**src/ifl_pkg.sv**
```systemverilog
/*
   Constants shared by the interrupt flag logic: nibble addresses of the
   flag and mode registers, field positions, reset values, source
   indices, vector codes and the watch interval timing.
   Assumes a 25 MHz system clock and a core that reaches the flags
   through a 12-bit nibble address.
*/
`default_nettype none

package ifl_pkg;

   ////////////////////////////////////////////////////////////////////////
   // Nibble addresses of the registers.
   localparam logic [11:0] ADDR_PRIO    = 12'hfb2;
   localparam logic [11:0] ADDR_P1MODE  = 12'hfb5;
   localparam logic [11:0] ADDR_KEYMODE = 12'hfb6;
   localparam logic [11:0] ADDR_BTEP    = 12'hfb8;
   localparam logic [11:0] ADDR_WATCH   = 12'hfba;
   localparam logic [11:0] ADDR_T1      = 12'hfbb;
   localparam logic [11:0] ADDR_T0      = 12'hfbc;
   localparam logic [11:0] ADDR_PINCID  = 12'hfbe;
   localparam logic [11:0] ADDR_KEY     = 12'hfbf;

   ////////////////////////////////////////////////////////////////////////
   // Source indices into the flag vectors.
   localparam int SRC_BT    = 0;
   localparam int SRC_EP    = 1;
   localparam int SRC_CID   = 2;
   localparam int SRC_P1    = 3;
   localparam int SRC_T0    = 4;
   localparam int SRC_T1    = 5;
   localparam int SRC_KEY   = 6;
   localparam int SRC_WATCH = 7;
   localparam int NUM_SRC   = 8;
   localparam int NUM_VEC   = 5;

   // Where each source's request and enable bits sit in its nibble.
   localparam logic [11:0] SRC_ADDR [NUM_SRC] = '{ADDR_BTEP, ADDR_BTEP,
      ADDR_PINCID, ADDR_PINCID, ADDR_T0, ADDR_T1, ADDR_KEY, ADDR_WATCH};
   localparam int SRC_RQ_POS [NUM_SRC] = '{0, 2, 0, 2, 0, 0, 0, 0};
   localparam int SRC_EN_POS [NUM_SRC] = '{1, 3, 1, 3, 1, 1, 1, 1};
   localparam int POS_IME = 3;

   ////////////////////////////////////////////////////////////////////////
   // Vector codes, highest default rank first.
   localparam logic [2:0] VEC_BTEP = 3'h0;
   localparam logic [2:0] VEC_CID  = 3'h1;
   localparam logic [2:0] VEC_P1   = 3'h2;
   localparam logic [2:0] VEC_T0   = 3'h3;
   localparam logic [2:0] VEC_T1   = 3'h4;

   // Priority select codes that promote one vector.
   localparam logic [2:0] PSEL_BTEP = 3'h1;
   localparam logic [2:0] PSEL_CID  = 3'h2;
   localparam logic [2:0] PSEL_P1   = 3'h3;
   localparam logic [2:0] PSEL_T0   = 3'h5;
   localparam logic [2:0] PSEL_T1   = 3'h6;

   // Key mode codes.
   localparam logic [1:0] KEYMODE_PIN  = 2'h0;
   localparam logic [1:0] KEYMODE_4TO7 = 2'h1;
   localparam logic [1:0] KEYMODE_2TO7 = 2'h2;
   localparam logic [1:0] KEYMODE_ALL  = 2'h3;

   ////////////////////////////////////////////////////////////////////////
   // Reset values.
   localparam logic [3:0] RST_PRIO  = 4'h0;
   localparam logic [1:0] RST_MODE  = 2'h0;
   localparam logic [7:0] RST_FLAGS = 8'h00;

   // Watch intervals and their cycle counts at the system clock.
   localparam int CLK_NS         = 40;
   localparam int WATCH_SLOW_NS  = 500000000;
   localparam int WATCH_FAST_NS  = 3190000;
   localparam int WATCH_SLOW_CYC = WATCH_SLOW_NS / CLK_NS;
   localparam int WATCH_FAST_CYC = WATCH_FAST_NS / CLK_NS;

endpackage

`default_nettype wire

```
**src/ifl_core.sv**
```systemverilog
/*
   Interrupt flag logic: request and enable flags per source, master
   enable, event capture from timers and pins, service clearing, key
   power-down release and prioritised request to the processor core.
   Assumes a core that reads and writes nibbles on a 12-bit address,
   pulses the master enable instructions and acknowledges one vector.
*/
`timescale 1ns/1ps
`default_nettype none

// Operation
// Key mode 3, 2, 1 select falling edges on key pins 0-7, 2-7, 4-7.
// Software sets every selected key pin as an input.
// With pins 4-7 only, software sets upper key port as strobe input.
// Master enable bit 3 of priority register blocks all service at 0.
// Enable-all and disable-all instructions set and clear master enable.
// A request whose source enable is 0 is never serviced.
// Enable flags read, written and tested by bit and nibble access.
// Nibbles fb8 and fbe hold edge-pair, basic timer, pin-1, caller-ID.
// Nibbles fba, fbb, fbc, fbf hold enable bit 1, request bit 0.
// Request flags read and written by bit and nibble access.
// Hardware sets a flag on its event and clears it on service.
// Watch and key request flags stay set until software clears them.
// Software writing 1 to a request flag raises a request.
// Shared vector clears its flag on service only if one is enabled.
// Basic timer interval and both edge-pair edges set their flags.
// Caller-ID falling edge and pin-1 selected edge set their flags.
// Timer counter matching its reference sets that timer's flag.
// Key flag set by key pin rise or selected key pin fall.
// Watch flag set every 0.5 s or 3.19 ms as selected.
// Rank basic timer and edge pair, caller-ID, pin 1, timer 0, timer 1.
// Key source is a quasi-interrupt, never vectored.
// Software programs caller-ID edge selection to falling edge.
// Key mode 0 makes the key interrupt pin trigger on its rise.
// Setting the key request flag also pulses power-down release; code pulses it only on a key event, not on a software write of 1.
// Core request is flag AND enable AND master enable, best rank wins.

module ifl_core
   import ifl_pkg::*;
#(
   parameter int TIMER_W           = 8,
   parameter int WATCH_SLOW_CYCLES = WATCH_SLOW_CYC,
   parameter int WATCH_FAST_CYCLES = WATCH_FAST_CYC
) (
   // Clock and reset
   input  wire logic               sys_clk,
   input  wire logic               rst,
   // Nibble register access from the core
   input  wire logic [11:0]        regAddr,
   input  wire logic               regWrEn,
   input  wire logic [3:0]         regWrData,
   input  wire logic               bitWrEn,
   input  wire logic [1:0]         bitSel,
   input  wire logic               bitVal,
   output logic      [3:0]         regRdData,
   // Master enable instructions
   input  wire logic               enableAllInstr,
   input  wire logic               disableAllInstr,
   // Service handshake
   output logic                    irqReq,
   output logic      [2:0]         irqVector,
   input  wire logic               ackValid,
   input  wire logic [2:0]         ackVector,
   // On-chip event sources
   input  wire logic               basicTimerTick,
   input  wire logic               callerIdIrq,
   input  wire logic [TIMER_W-1:0] timerZeroCount,
   input  wire logic [TIMER_W-1:0] timerZeroReference,
   input  wire logic [TIMER_W-1:0] timerOneCount,
   input  wire logic [TIMER_W-1:0] timerOneReference,
   input  wire logic               watchFastSel,
   // Pins
   input  wire logic               edgePairPin,
   input  wire logic               pinOnePin,
   input  wire logic               keyIrqPin,
   input  wire logic [7:0]         keyPins,
   // Power-down
   output logic                    wakeRelease
);

   ////////////////////////////////////////////////////////////////////////
   // State and wires.
   logic [7:0]  rqQ;
   logic [7:0]  rqD;
   logic [7:0]  ieQ;
   logic [7:0]  ieD;
   logic        imeQ;
   logic [2:0]  prioSelQ;
   logic        p1FallSelQ;
   logic [1:0]  keyModeQ;
   logic        cidPrev_q;
   logic        t0Match_q;
   logic        t1Match_q;
   logic [23:0] watchCnt_q;
   logic        watchTick_q;
   logic [3:0]  regRdData_q;
   logic        irqReq_q;
   logic [2:0]  irqVector_q;
   logic        wakeRelease_q;
   logic [3:0]  rdNib;
   logic [3:0]  wrNib;
   logic        wrAny;
   logic [7:0]  hwSet;
   logic [7:0]  autoClr;
   logic [7:0]  wrHit;
   logic [4:0]  gated;
   logic        prioValid;
   logic [2:0]  prioVec;
   logic [2:0]  pinRise;
   logic [2:0]  pinFall;
   logic [7:0]  keyFall;
   logic [7:0]  keyMask;
   logic        keySet;
   logic        t0Match;
   logic        t1Match;
   logic [23:0] watchLast;
   // Key pins that take part in each key mode.
   function automatic logic [7:0] keyMaskOf(input logic [1:0] mode);
      case (mode)
         KEYMODE_ALL:  keyMaskOf = 8'hff;
         KEYMODE_2TO7: keyMaskOf = 8'hfc;
         KEYMODE_4TO7: keyMaskOf = 8'hf0;
         default:      keyMaskOf = 8'h00;
      endcase
   endfunction

   ////////////////////////////////////////////////////////////////////////
   // Pin synchronisers for the edge pair, pin 1, key pin and key pins.
   ifl_pin_sync #(.W(3)) uPinSync (
      .sys_clk (sys_clk),
      .rst     (rst),
      .pinIn   ({keyIrqPin, pinOnePin, edgePairPin}),
      .rise    (pinRise),
      .fall    (pinFall)
   );

   ifl_pin_sync #(.W(8)) uKeySync (
      .sys_clk (sys_clk),
      .rst     (rst),
      .pinIn   (keyPins),
      .rise    (),
      .fall    (keyFall)
   );

   ////////////////////////////////////////////////////////////////////////
   // Register read and write paths.
   // readback of flag nibbles.
   // fixed layout, unused bits zero.
   always_comb begin
      rdNib = 4'h0;
      for (int s = 0; s < NUM_SRC; s++) begin
         if (regAddr == SRC_ADDR[s]) begin
            rdNib[SRC_RQ_POS[s]] = rqQ[s];
            rdNib[SRC_EN_POS[s]] = ieQ[s];
         end
      end
      if (regAddr == ADDR_PRIO) begin
         rdNib = {imeQ, prioSelQ};
      end
      if (regAddr == ADDR_P1MODE) begin
         rdNib = {3'h0, p1FallSelQ};
      end
      if (regAddr == ADDR_KEYMODE) begin
         rdNib = {2'h0, keyModeQ};
      end
   end

   // bit access merges one bit into the current nibble.
   assign wrAny = regWrEn | bitWrEn;
   assign wrNib = bitWrEn
                ? ((rdNib & ~(4'h1 << bitSel)) | ({3'h0, bitVal} << bitSel))
                : regWrData;

   ////////////////////////////////////////////////////////////////////////
   // Event capture.
   // a match sets the flag once, on the cycle it begins.
   assign t0Match = (timerZeroCount == timerZeroReference);
   assign t1Match = (timerOneCount == timerOneReference);
   // key pin falls in the selected group.
   assign keyMask = keyMaskOf(keyModeQ);
   // the key interrupt pin rise counts in mode 0.
   assign keySet  = (|(keyFall & keyMask))
                  | ((keyModeQ == KEYMODE_PIN) & pinRise[2]);
   // basic timer interval and both edges of the edge pair.
   assign hwSet[SRC_BT]    = basicTimerTick;
   assign hwSet[SRC_EP]    = pinRise[0] | pinFall[0];
   // caller-ID falling edge, pin 1 on its chosen edge.
   assign hwSet[SRC_CID]   = cidPrev_q & ~callerIdIrq;
   assign hwSet[SRC_P1]    = p1FallSelQ ? pinFall[1] : pinRise[1];
   assign hwSet[SRC_T0]    = t0Match & ~t0Match_q;
   assign hwSet[SRC_T1]    = t1Match & ~t1Match_q;
   assign hwSet[SRC_KEY]   = keySet;
   assign hwSet[SRC_WATCH] = watchTick_q;
   // watch interval divider, one-cycle tick.
   assign watchLast = watchFastSel ? 24'(WATCH_FAST_CYCLES - 1)
                                   : 24'(WATCH_SLOW_CYCLES - 1);

   always_ff @(posedge sys_clk or posedge rst) begin
      if (rst) begin
         watchCnt_q  <= 24'h000000;
         watchTick_q <= 1'b0;
      end else begin
         watchTick_q <= (watchCnt_q >= watchLast);
         watchCnt_q  <= (watchCnt_q >= watchLast) ? 24'h000000
                                                  : watchCnt_q + 24'h000001;
      end
   end

   ////////////////////////////////////////////////////////////////////////
   // Clearing on service.
   // shared vector clears only the single enabled source.
   assign autoClr[SRC_BT]  = ackValid && ackVector == VEC_BTEP
                           && ieQ[SRC_BT] && !ieQ[SRC_EP];
   assign autoClr[SRC_EP]  = ackValid && ackVector == VEC_BTEP
                           && ieQ[SRC_EP] && !ieQ[SRC_BT];
   // serviced vectors drop their flag.
   assign autoClr[SRC_CID] = ackValid && ackVector == VEC_CID;
   assign autoClr[SRC_P1]  = ackValid && ackVector == VEC_P1;
   assign autoClr[SRC_T0]  = ackValid && ackVector == VEC_T0;
   assign autoClr[SRC_T1]  = ackValid && ackVector == VEC_T1;
   // watch and key flags are left for software.
   assign autoClr[SRC_KEY]   = 1'b0;
   assign autoClr[SRC_WATCH] = 1'b0;

   // Next flag values; a hardware set wins over any clear.
   genvar g;
   generate
      for (g = 0; g < NUM_SRC; g++) begin : gFlag
         assign wrHit[g] = wrAny && (regAddr == SRC_ADDR[g]);
         // set by event or by software writing 1.
         assign rqD[g] = hwSet[g]
                       | (wrHit[g] ? wrNib[SRC_RQ_POS[g]]
                                   : (rqQ[g] & ~autoClr[g]));
         // enable follows software writes.
         assign ieD[g] = wrHit[g] ? wrNib[SRC_EN_POS[g]] : ieQ[g];
      end
   endgenerate

   // Flag registers.
   always_ff @(posedge sys_clk or posedge rst) begin
      if (rst) begin
         rqQ <= RST_FLAGS;
         ieQ <= RST_FLAGS;
      end else begin
         rqQ <= rqD;
         ieQ <= ieD;
      end
   end

   // Priority, mode registers and master enable.
   always_ff @(posedge sys_clk or posedge rst) begin
      if (rst) begin
         imeQ       <= RST_PRIO[POS_IME];
         prioSelQ   <= RST_PRIO[2:0];
         p1FallSelQ <= RST_MODE[0];
         keyModeQ   <= RST_MODE;
      end else begin
         // instructions act directly; disable wins a tie.
         if (disableAllInstr) begin
            imeQ <= 1'b0;
         end else if (enableAllInstr) begin
            imeQ <= 1'b1;
         end else if (wrAny && regAddr == ADDR_PRIO) begin
            imeQ <= wrNib[POS_IME];
         end
         if (wrAny && regAddr == ADDR_PRIO) begin
            prioSelQ <= wrNib[2:0];
         end
         if (wrAny && regAddr == ADDR_P1MODE) begin
            p1FallSelQ <= wrNib[0];
         end
         if (wrAny && regAddr == ADDR_KEYMODE) begin
            keyModeQ <= wrNib[1:0];
         end
      end
   end

   ////////////////////////////////////////////////////////////////////////
   // Request to the core.
   // request needs flag, enable and master enable.
   // key and watch flags never reach the vector path.
   assign gated[VEC_BTEP] = imeQ & ((rqQ[SRC_BT] & ieQ[SRC_BT])
                                  | (rqQ[SRC_EP] & ieQ[SRC_EP]));
   assign gated[VEC_CID]  = imeQ & rqQ[SRC_CID] & ieQ[SRC_CID];
   assign gated[VEC_P1]   = imeQ & rqQ[SRC_P1] & ieQ[SRC_P1];
   assign gated[VEC_T0]   = imeQ & rqQ[SRC_T0] & ieQ[SRC_T0];
   assign gated[VEC_T1]   = imeQ & rqQ[SRC_T1] & ieQ[SRC_T1];

   // highest ranked request is chosen.
   ifl_prio uPrio (
      .active  (gated),
      .promote (prioSelQ),
      .valid   (prioValid),
      .vec     (prioVec)
   );

   // Registered outputs and edge history.
   always_ff @(posedge sys_clk or posedge rst) begin
      if (rst) begin
         regRdData_q   <= 4'h0;
         irqReq_q      <= 1'b0;
         irqVector_q   <= 3'h0;
         wakeRelease_q <= 1'b0;
         cidPrev_q     <= 1'b0;
         t0Match_q     <= 1'b0;
         t1Match_q     <= 1'b0;
      end else begin
         regRdData_q   <= rdNib;
         irqReq_q      <= prioValid;
         irqVector_q   <= prioVec;
         // a key event (keySet) pulses the release line; a software write of 1 does not.
         wakeRelease_q <= keySet;
         cidPrev_q     <= callerIdIrq;
         t0Match_q     <= t0Match;
         t1Match_q     <= t1Match;
      end
   end

   assign regRdData   = regRdData_q;
   assign irqReq      = irqReq_q;
   assign irqVector   = irqVector_q;
   assign wakeRelease = wakeRelease_q;
endmodule

`default_nettype wire

```
**src/ifl_pin_sync.sv**
```systemverilog
/*
   Three-stage synchroniser with edge detection for a group of pins.
   A level change is accepted once the second and third stages agree.
   Assumes the pins are asynchronous to sys_clk.
*/
`timescale 1ns/1ps
`default_nettype none

module ifl_pin_sync #(
   parameter int W = 1
) (
   // Clock and reset
   input  wire logic         sys_clk,
   input  wire logic         rst,
   // Pins and edge pulses
   input  wire logic [W-1:0] pinIn,
   output logic      [W-1:0] rise,
   output logic      [W-1:0] fall
);
   import ifl_pkg::*;

   logic [W-1:0] s1_q;
   logic [W-1:0] s2_q;
   logic [W-1:0] s3_q;
   logic [W-1:0] lvl_q;
   logic [W-1:0] agree;

   // Shift the pins through three stages; accepted level follows agreement.
   always_ff @(posedge sys_clk or posedge rst) begin
      if (rst) begin
         s1_q  <= '0;
         s2_q  <= '0;
         s3_q  <= '0;
         lvl_q <= '0;
      end else begin
         s1_q  <= pinIn;
         s2_q  <= s1_q;
         s3_q  <= s2_q;
         lvl_q <= (agree & s3_q) | (~agree & lvl_q);
      end
   end

   // Edges are judged on the agreed level against the held level.
   assign agree = ~(s2_q ^ s3_q);
   assign rise  = agree & s3_q & ~lvl_q;
   assign fall  = agree & ~s3_q & lvl_q;

endmodule

`default_nettype wire

```
**src/ifl_prio.sv**
```systemverilog
/*
   Fixed priority selection among the five vectored sources, with one
   source optionally promoted above the rest by the priority select code.
   Assumes the active inputs are already gated by enables.
*/
`timescale 1ns/1ps
`default_nettype none

module ifl_prio (
   // Gated requests, bit n is vector n
   input  wire logic [4:0] active,
   input  wire logic [2:0] promote,
   // Chosen request
   output logic            valid,
   output logic [2:0]      vec
);
   import ifl_pkg::*;

   // Map a priority select code to the vector it promotes.
   function automatic logic [3:0] promoVec(input logic [2:0] code);
      case (code)
         PSEL_BTEP: promoVec = {1'b1, VEC_BTEP};
         PSEL_CID:  promoVec = {1'b1, VEC_CID};
         PSEL_P1:   promoVec = {1'b1, VEC_P1};
         PSEL_T0:   promoVec = {1'b1, VEC_T0};
         PSEL_T1:   promoVec = {1'b1, VEC_T1};
         default:   promoVec = 4'h0;
      endcase
   endfunction

   logic [3:0] pv;
   logic [2:0] firstVec;

   // default rank order.
   always_comb begin
      firstVec = VEC_BTEP; // Idle shows vector 0.
      for (int i = NUM_VEC - 1; i >= 0; i--) begin
         if (active[i]) begin
            firstVec = 3'(i);
         end
      end
   end

   // A promoted source that is active wins over the default order.
   assign pv    = promoVec(promote);
   assign valid = |active;
   assign vec   = (pv[3] && active[pv[2:0]]) ? pv[2:0] : firstVec;

endmodule

`default_nettype wire

```
**config.mk**
```make
export PLATFORM = sky130hd
export DESIGN_NAME = ifl_core
export DESIGN_NICKNAME = d
export VERILOG_FILES = /design/src/ifl_pkg.sv /design/src/ifl_core.sv /design/src/ifl_pin_sync.sv /design/src/ifl_prio.sv
export SDC_FILE = /design/constraint.sdc
export NUM_CORES = 1
export LEC_CHECK = 0
export BUFFER_PORTS_ARGS = -buffer_cell sky130_fd_sc_hd__buf_4
export CORE_MARGIN = 2
export CORE_UTILIZATION = 35
export CTS_CLUSTER_DIAMETER = 60
export DETAILED_ROUTE_END_ITERATION = 10
export MAX_ROUTING_LAYER = met4
export PLACE_DENSITY_LB_ADDON = 0.12
export REMOVE_ABC_BUFFERS = 1
export SYNTH_ARGS = -nofsm -noshare
export SYNTH_HDL_FRONTEND = slang
export SYNTH_SLANG_ARGS = --single-unit
```
**constraint.sdc**
```tcl
create_clock -name sys_clk -period 3.08 [get_ports sys_clk]
set_input_delay 0.462 -clock sys_clk [delete_from_list [all_inputs] [get_ports sys_clk]]
set_output_delay 0.462 -clock sys_clk [all_outputs]
set_load 0.01 [all_outputs]
```
After elaboration in Yosys (flattened, before gate mapping):

Cells that the tools add are included.

* bits in read-only memories: 0
* input bits: 75
* output and inout port bits: 9
* flip-flop bits (word level): 104
* memory bits (writable): 0
* memories: 0
* latch bits: 0

* div/mod/pow operators: 0
* reductions and logical operators: 26
* $mul: 0
* mux-type cells: 36
* bitwise gates (word level): 66
* magnitude comparators: 2
* equal/unequal tests: 23
* shift-type cells: 2
* add/sub/neg operators: 1

Operators with widths (count)
* $eq 12x12->1 const B: 9
* $mux 24: 2
* $and 8x8->8: 5
* $add 24x1->24 const B: 1
* $ge 24x24->1: 1
* $not 8->8: 3
* $pmux 8 s3: 1
* $and 1x1->1: 21
* $pmux 4 s5: 1
* $logic_and 1x1->1: 19
* $mux 3: 6
* $eq 8x8->1: 2
* $mux 2: 8
* $mux 4: 4
* $mux 1: 13
* $eq 3x2->1 const B: 4
* $or 1x1->1: 12
* $and 3x3->3: 3
* $eq 3x3->1 const B: 3
* $not 1->1: 9
* $not 3->3: 3
* $or 8x8->8: 1
* $reduce_or 8->1: 1
* $xor 8x8->8: 1
* 19 further kinds: 23

Logic depth before layout (Yosys ltp):

* depth after elaboration: 16
* mapped depth: 8
* depth with buffers taken out: 8

Hierarchy:

From an unflattened synthesis, not the netlist that was laid out.

* cells, all modules: 550
* area total of the unflattened synthesis: 5646.7 um^2

By module, submodules not included
* ifl_core: sequential area each 1501.4 um^2, instances 1, area an instance 3726.1 um^2, cells an instance 403
* ifl_pin_sync (uKeySync): sequential area each 800.8 um^2, instances 1, area an instance 1285.0 um^2, cells an instance 89
* ifl_pin_sync (uPinSync): sequential area each 300.3 um^2, instances 1, area an instance 484.2 um^2, cells an instance 34
* ifl_prio: sequential area each 0.0 um^2, instances 1, area an instance 151.4 um^2, cells an instance 24

Worst setup path before layout:

No wires, ideal clock.

* path kind: input -> register
* start: in watchFastSel
* end: reg watchCnt_q[7]
* required time: 3.011 ns
* setup time: 0.069 ns
* setup slack: 1.068 ns
* data arrival time: 1.943 ns
* cell stages on the path: 7
* cell sequence: ha_1 > a2111oi_2 > a211oi_1 > o311ai_2 > nand2_1 > buf_6 > nor2_2

* longest elaborated chain between the ends: 3

RTL lines
* start: declaration: RTL line ifl_core.sv:71 `input wire logic watchFastSel,`
* $mux 24: RTL line ifl_core.sv:195 `assign watchLast = watchFastSel ? 24'(WATCH_FAST_CYCLES - 1)`
* $ge 24x24->1: RTL line ifl_core.sv:204 `watchCnt_q <= (watchCnt_q >= watchLast) ? 24'h000000`
* $mux 24: RTL line ifl_core.sv:204
* end signal: assignment: RTL line ifl_core.sv:204
* end: declaration: RTL line ifl_core.sv:94 `logic [23:0] watchCnt_q;`

Every way passes these cells.
A chain may end at the register's enable or synchronous reset.

Final worst setup path:

* start: reg watchCnt_q[4]
* end: reg watchCnt_q[12]

* longest elaborated chain between the ends: 2

RTL lines (RTL line)
* $add 24x1->24 / $ge 24x24->1 (equally long branches): ifl_core.sv:205, ifl_core.sv:204
* $mux 24 (*): ifl_core.sv:204

Every way passes the cells marked *; elsewhere a longest branch is shown, timed or not.

==> qor.csv <==
stage,metric,value,unit
outcome,outcome,completed,
pwr,power_frac_seq,50.4,%
critical_path,path_cells,"ha_1, a2111oi_2, a211oi_1, o311ai_2, nand2_1, buf_4, nor2_2",
synth,synthArstFlopShare,100,%
drt,drc,0,
synth,yosys-top-cells-area,"dfrtp_1, ha_1, xnor2_1",
critical_path,critical_path.top_delay_family,compound AO/OA/AOI/OAI gates,
drt,wl_per_cell,14.3,µm
cells_and_area,final_cells,770,
cells_and_area,finalNetCount,686,
die,start_util,36.1,%
synth,synth_ff_type,dfrtp_1,
place,place_ws,0.468,ns
cells_and_area,area_growth_syn_to_layout,20.3,%
die,ios,84,
critical_path,worst-r2r-cell-count,7,
synth,post_synth.cell_area_avg,10.7,µm²
cells_and_area,post-route-util,43.5,%
drt,detail-route-antenna-nets,0,
cells_and_area,seq_area,2600,µm²
cts,cts_setup_buffers,0,
critical_path,crit_path_end_kind,register,
critical_path,cp_num_cells,7,
cells_and_area,multiInputGateArea,2460,µm²
global_routing,overflow,0,
drt,routed_wl,11000,µm
global_routing,grt_pass1_vias,3930,
synth,postSynthCellCount,495,
synth,synth.top_cell.area_share,49.2,%
sta,finalHoldViolCount,0,
sta,fin_ws,0.755,ns
synth,yosysWarnings,0,
run,max-cap-violations,0,
drt,drtIter0Drc,197,
critical_path,crit_path_max_fanout,14,
critical_path,cp_data_arrival_time,2.61,ns
sta,slew_headroom,55.1,%
sta,max_freq,430,MHz
sta,hold_slack,0.211,ns
synth,synth_edf_count,0,
sta,finalCriticalPeriod,2.33,ns
critical_path,startpoint_type,register,
place,gp_congestion,0.802,
global_routing,grt_max_degree,54,
cells_and_area,nFillCells,1443,
synth,synthDistinctLibCells,69,
sta,finalSetupViolations,0,
pwr,p_clk_share,34.2,%
pwr,switchingPower,869,µW
place,numPortBuffers,83,
cts,ctsHoldBuffers,0,
synth,synth_area,5290,µm²
global_routing,grt_first_pass_wirelength,19100,µm
synth,yosysTopAreaCell,dfrtp_1,
cts,clk_latency,0.35,ns
synth,ys_ff_latch,104,
cts,cts_sinks,104,
cts,tritoncts,yes,
cts,post_cts_resized,0,
cts,path_clk_slew,0.07,ns
die,die_h,127,µm
pwr,swShare,27.6,%
sta,worstMarginPinSlew,0.673,ns
pwr,combinationalPowerShare,15.3,%
synth,synthMostInstantiatedCell,dfrtp_1,
sta,fin_crit_sh,75.5,%
cts,root_buffer,clkbuf_16,
place,dp_cells,755,
drt,first_pass_iters,4,
sta,rsz0062_at_grt,false,
global_routing,antenna_found_initial,0,
pwr,intPower,2.27,mW
critical_path,cp_num_buf_inv,1,
die,std_cell_rows,44,
cts,numCtsBuffers,9,
critical_path,worst_path_max_delay_cell,dfrtp_1,
synth,netlist_top_cells_count,"dfrtp_1, inv_1, nand2_1",
sta,clock_skew,0.00592,ns
cells_and_area,drive_above_1_share,23.7,%
global_routing,track_usage,15.2,%
die,dieArea,16100,µm²
critical_path,reg2reg_slack,0.75,ns
critical_path,timing.rr.start,watchCnt_q[4],
pwr,total_power,3.14,mW
die,die_x,127,µm
cts,htree_levels,3,
worst_hold_path,hold_class,primary input to asynchronous set/reset pin,
pwr,irDropWorstVdd,0.305,mV
critical_path,crit_type,register to register,
critical_path,critPathRequiredTime,3.37,ns
pwr,power_density,494,nW/µm²
cts,clockBufferDepth,2,
place,dp_hpwl,8230,µm
synth,synth_seq_area_share,49.2,%
critical_path,max_stage_delay,0.42,ns
pwr,p_leak,2.90,nW
drt,vias,3765,
critical_path,r2r-end,watchCnt_q[12],
cells_and_area,insertedDiodeCount,0,
drt,via_per_inst,4.89,
sta,slew_violations,0,
die,core,14600,µm²
==> logic make-up (layout without fill, tap and decap cells) <==
group | count (synthesis) | in the layout | synth area share, %
adder cells (fa/ha/maj) | 29 | 29 | 6.86
flip-flops | 104 | 104 | 49.2
AND/OR/NAND/NOR | 166 | 166 | 16.6
multiplexers | 21 | 21 | 4.33
AO/OA/AOI/OAI | 86 | 86 | 12.3
buffers and inverters | 50 | 141 | 4.28
XOR/XNOR | 39 | 39 | 6.46
==> metal layers <==
layer	wire length [µm]	up-vias	share of wire (%)	track usage, %
met4	104	0	0.95	4.07
met2	5510	57	50	25.1
met3	384	9	3.5	3.75
met1	5010	1791	46	18.7
met5	0	-	0	-
li1	-	1908	-	-
==> layout by cell type, fill, tap and decap left out, types with 3 or more instances in the layout <==
cell       count
nor2_2        10
xor2_1         7
nor3b_1        3
nor2_1        36
nand2_1       38
nand2b_1       4
xnor2_1       32
nand4b_1       3
nand4_1       11
nor2b_1        4
clkbuf_16      9
dfrtp_1      104
o211ai_1       3
nand3_1       25
o21ai_1       11
a21oi_1       14
mux2_1         7
mux2_2         8
buf_4         87
inv_1         37
nand3_2        3
o21ai_0       15
mux2i_1        6
a31oi_1        3
a32oi_1        3
ha_1          29
inv_6          4
nor3_1         9
and2_1         4
a22oi_1        4
and3_1         5
==> metrics by stage <==
| step | cell area (µm²) | setup TNS (ns) |
|---|---|---|
| after detailed placement | 6100 | 0 |
| after floorplan | 5210 | -11.88 |
| final | 6360 | 0 |
| after global routing | 6360 | 0 |
| after CTS | 6360 | 0 |
| after global placement | 6100 | 0 |
==> how the worst max path moves through the flow <==
stage / from / end / slack (ns)
after floorplan: rst / asynchronous set/reset pin / -0.11
after detailed placement: watchFastSel / watchCnt_q[3] / 0.47
after global routing: watchCnt_q[4] / watchCnt_q[3] / 0.51
after CTS: watchCnt_q[4] / watchCnt_q[12] / 0.68
final: watchCnt_q[4] / watchCnt_q[12] / 0.75
after global placement: watchFastSel / watchCnt_q[3] / 0.54
==> power groups by stage <==
stage / Clock [mW] / Combinational (mW) / Sequential, mW
finish: 1.08 / 0.482 / 1.59
global route: 1.18 / 0.556 / 1.61
CTS: 1.13 / 0.494 / 1.59
detailed placement: 0 / 0.490 / 1.61
global placement: 0 / 0.481 / 1.61
floorplan: 0 / 0.315 / 1.58
==> final cells by class <==
type,count,share of cell area (%)
Clock buffer,10,3.60
Clock inverter,5,0.629
Inverter,39,2.34
Multi-Input combinational cell,341,38.7
Sequential cell,104,40.9
Tap cell,184,3.62
Timing Repair Buffer,87,10.3
Note: power is estimated with default switching activity, not from simulation.
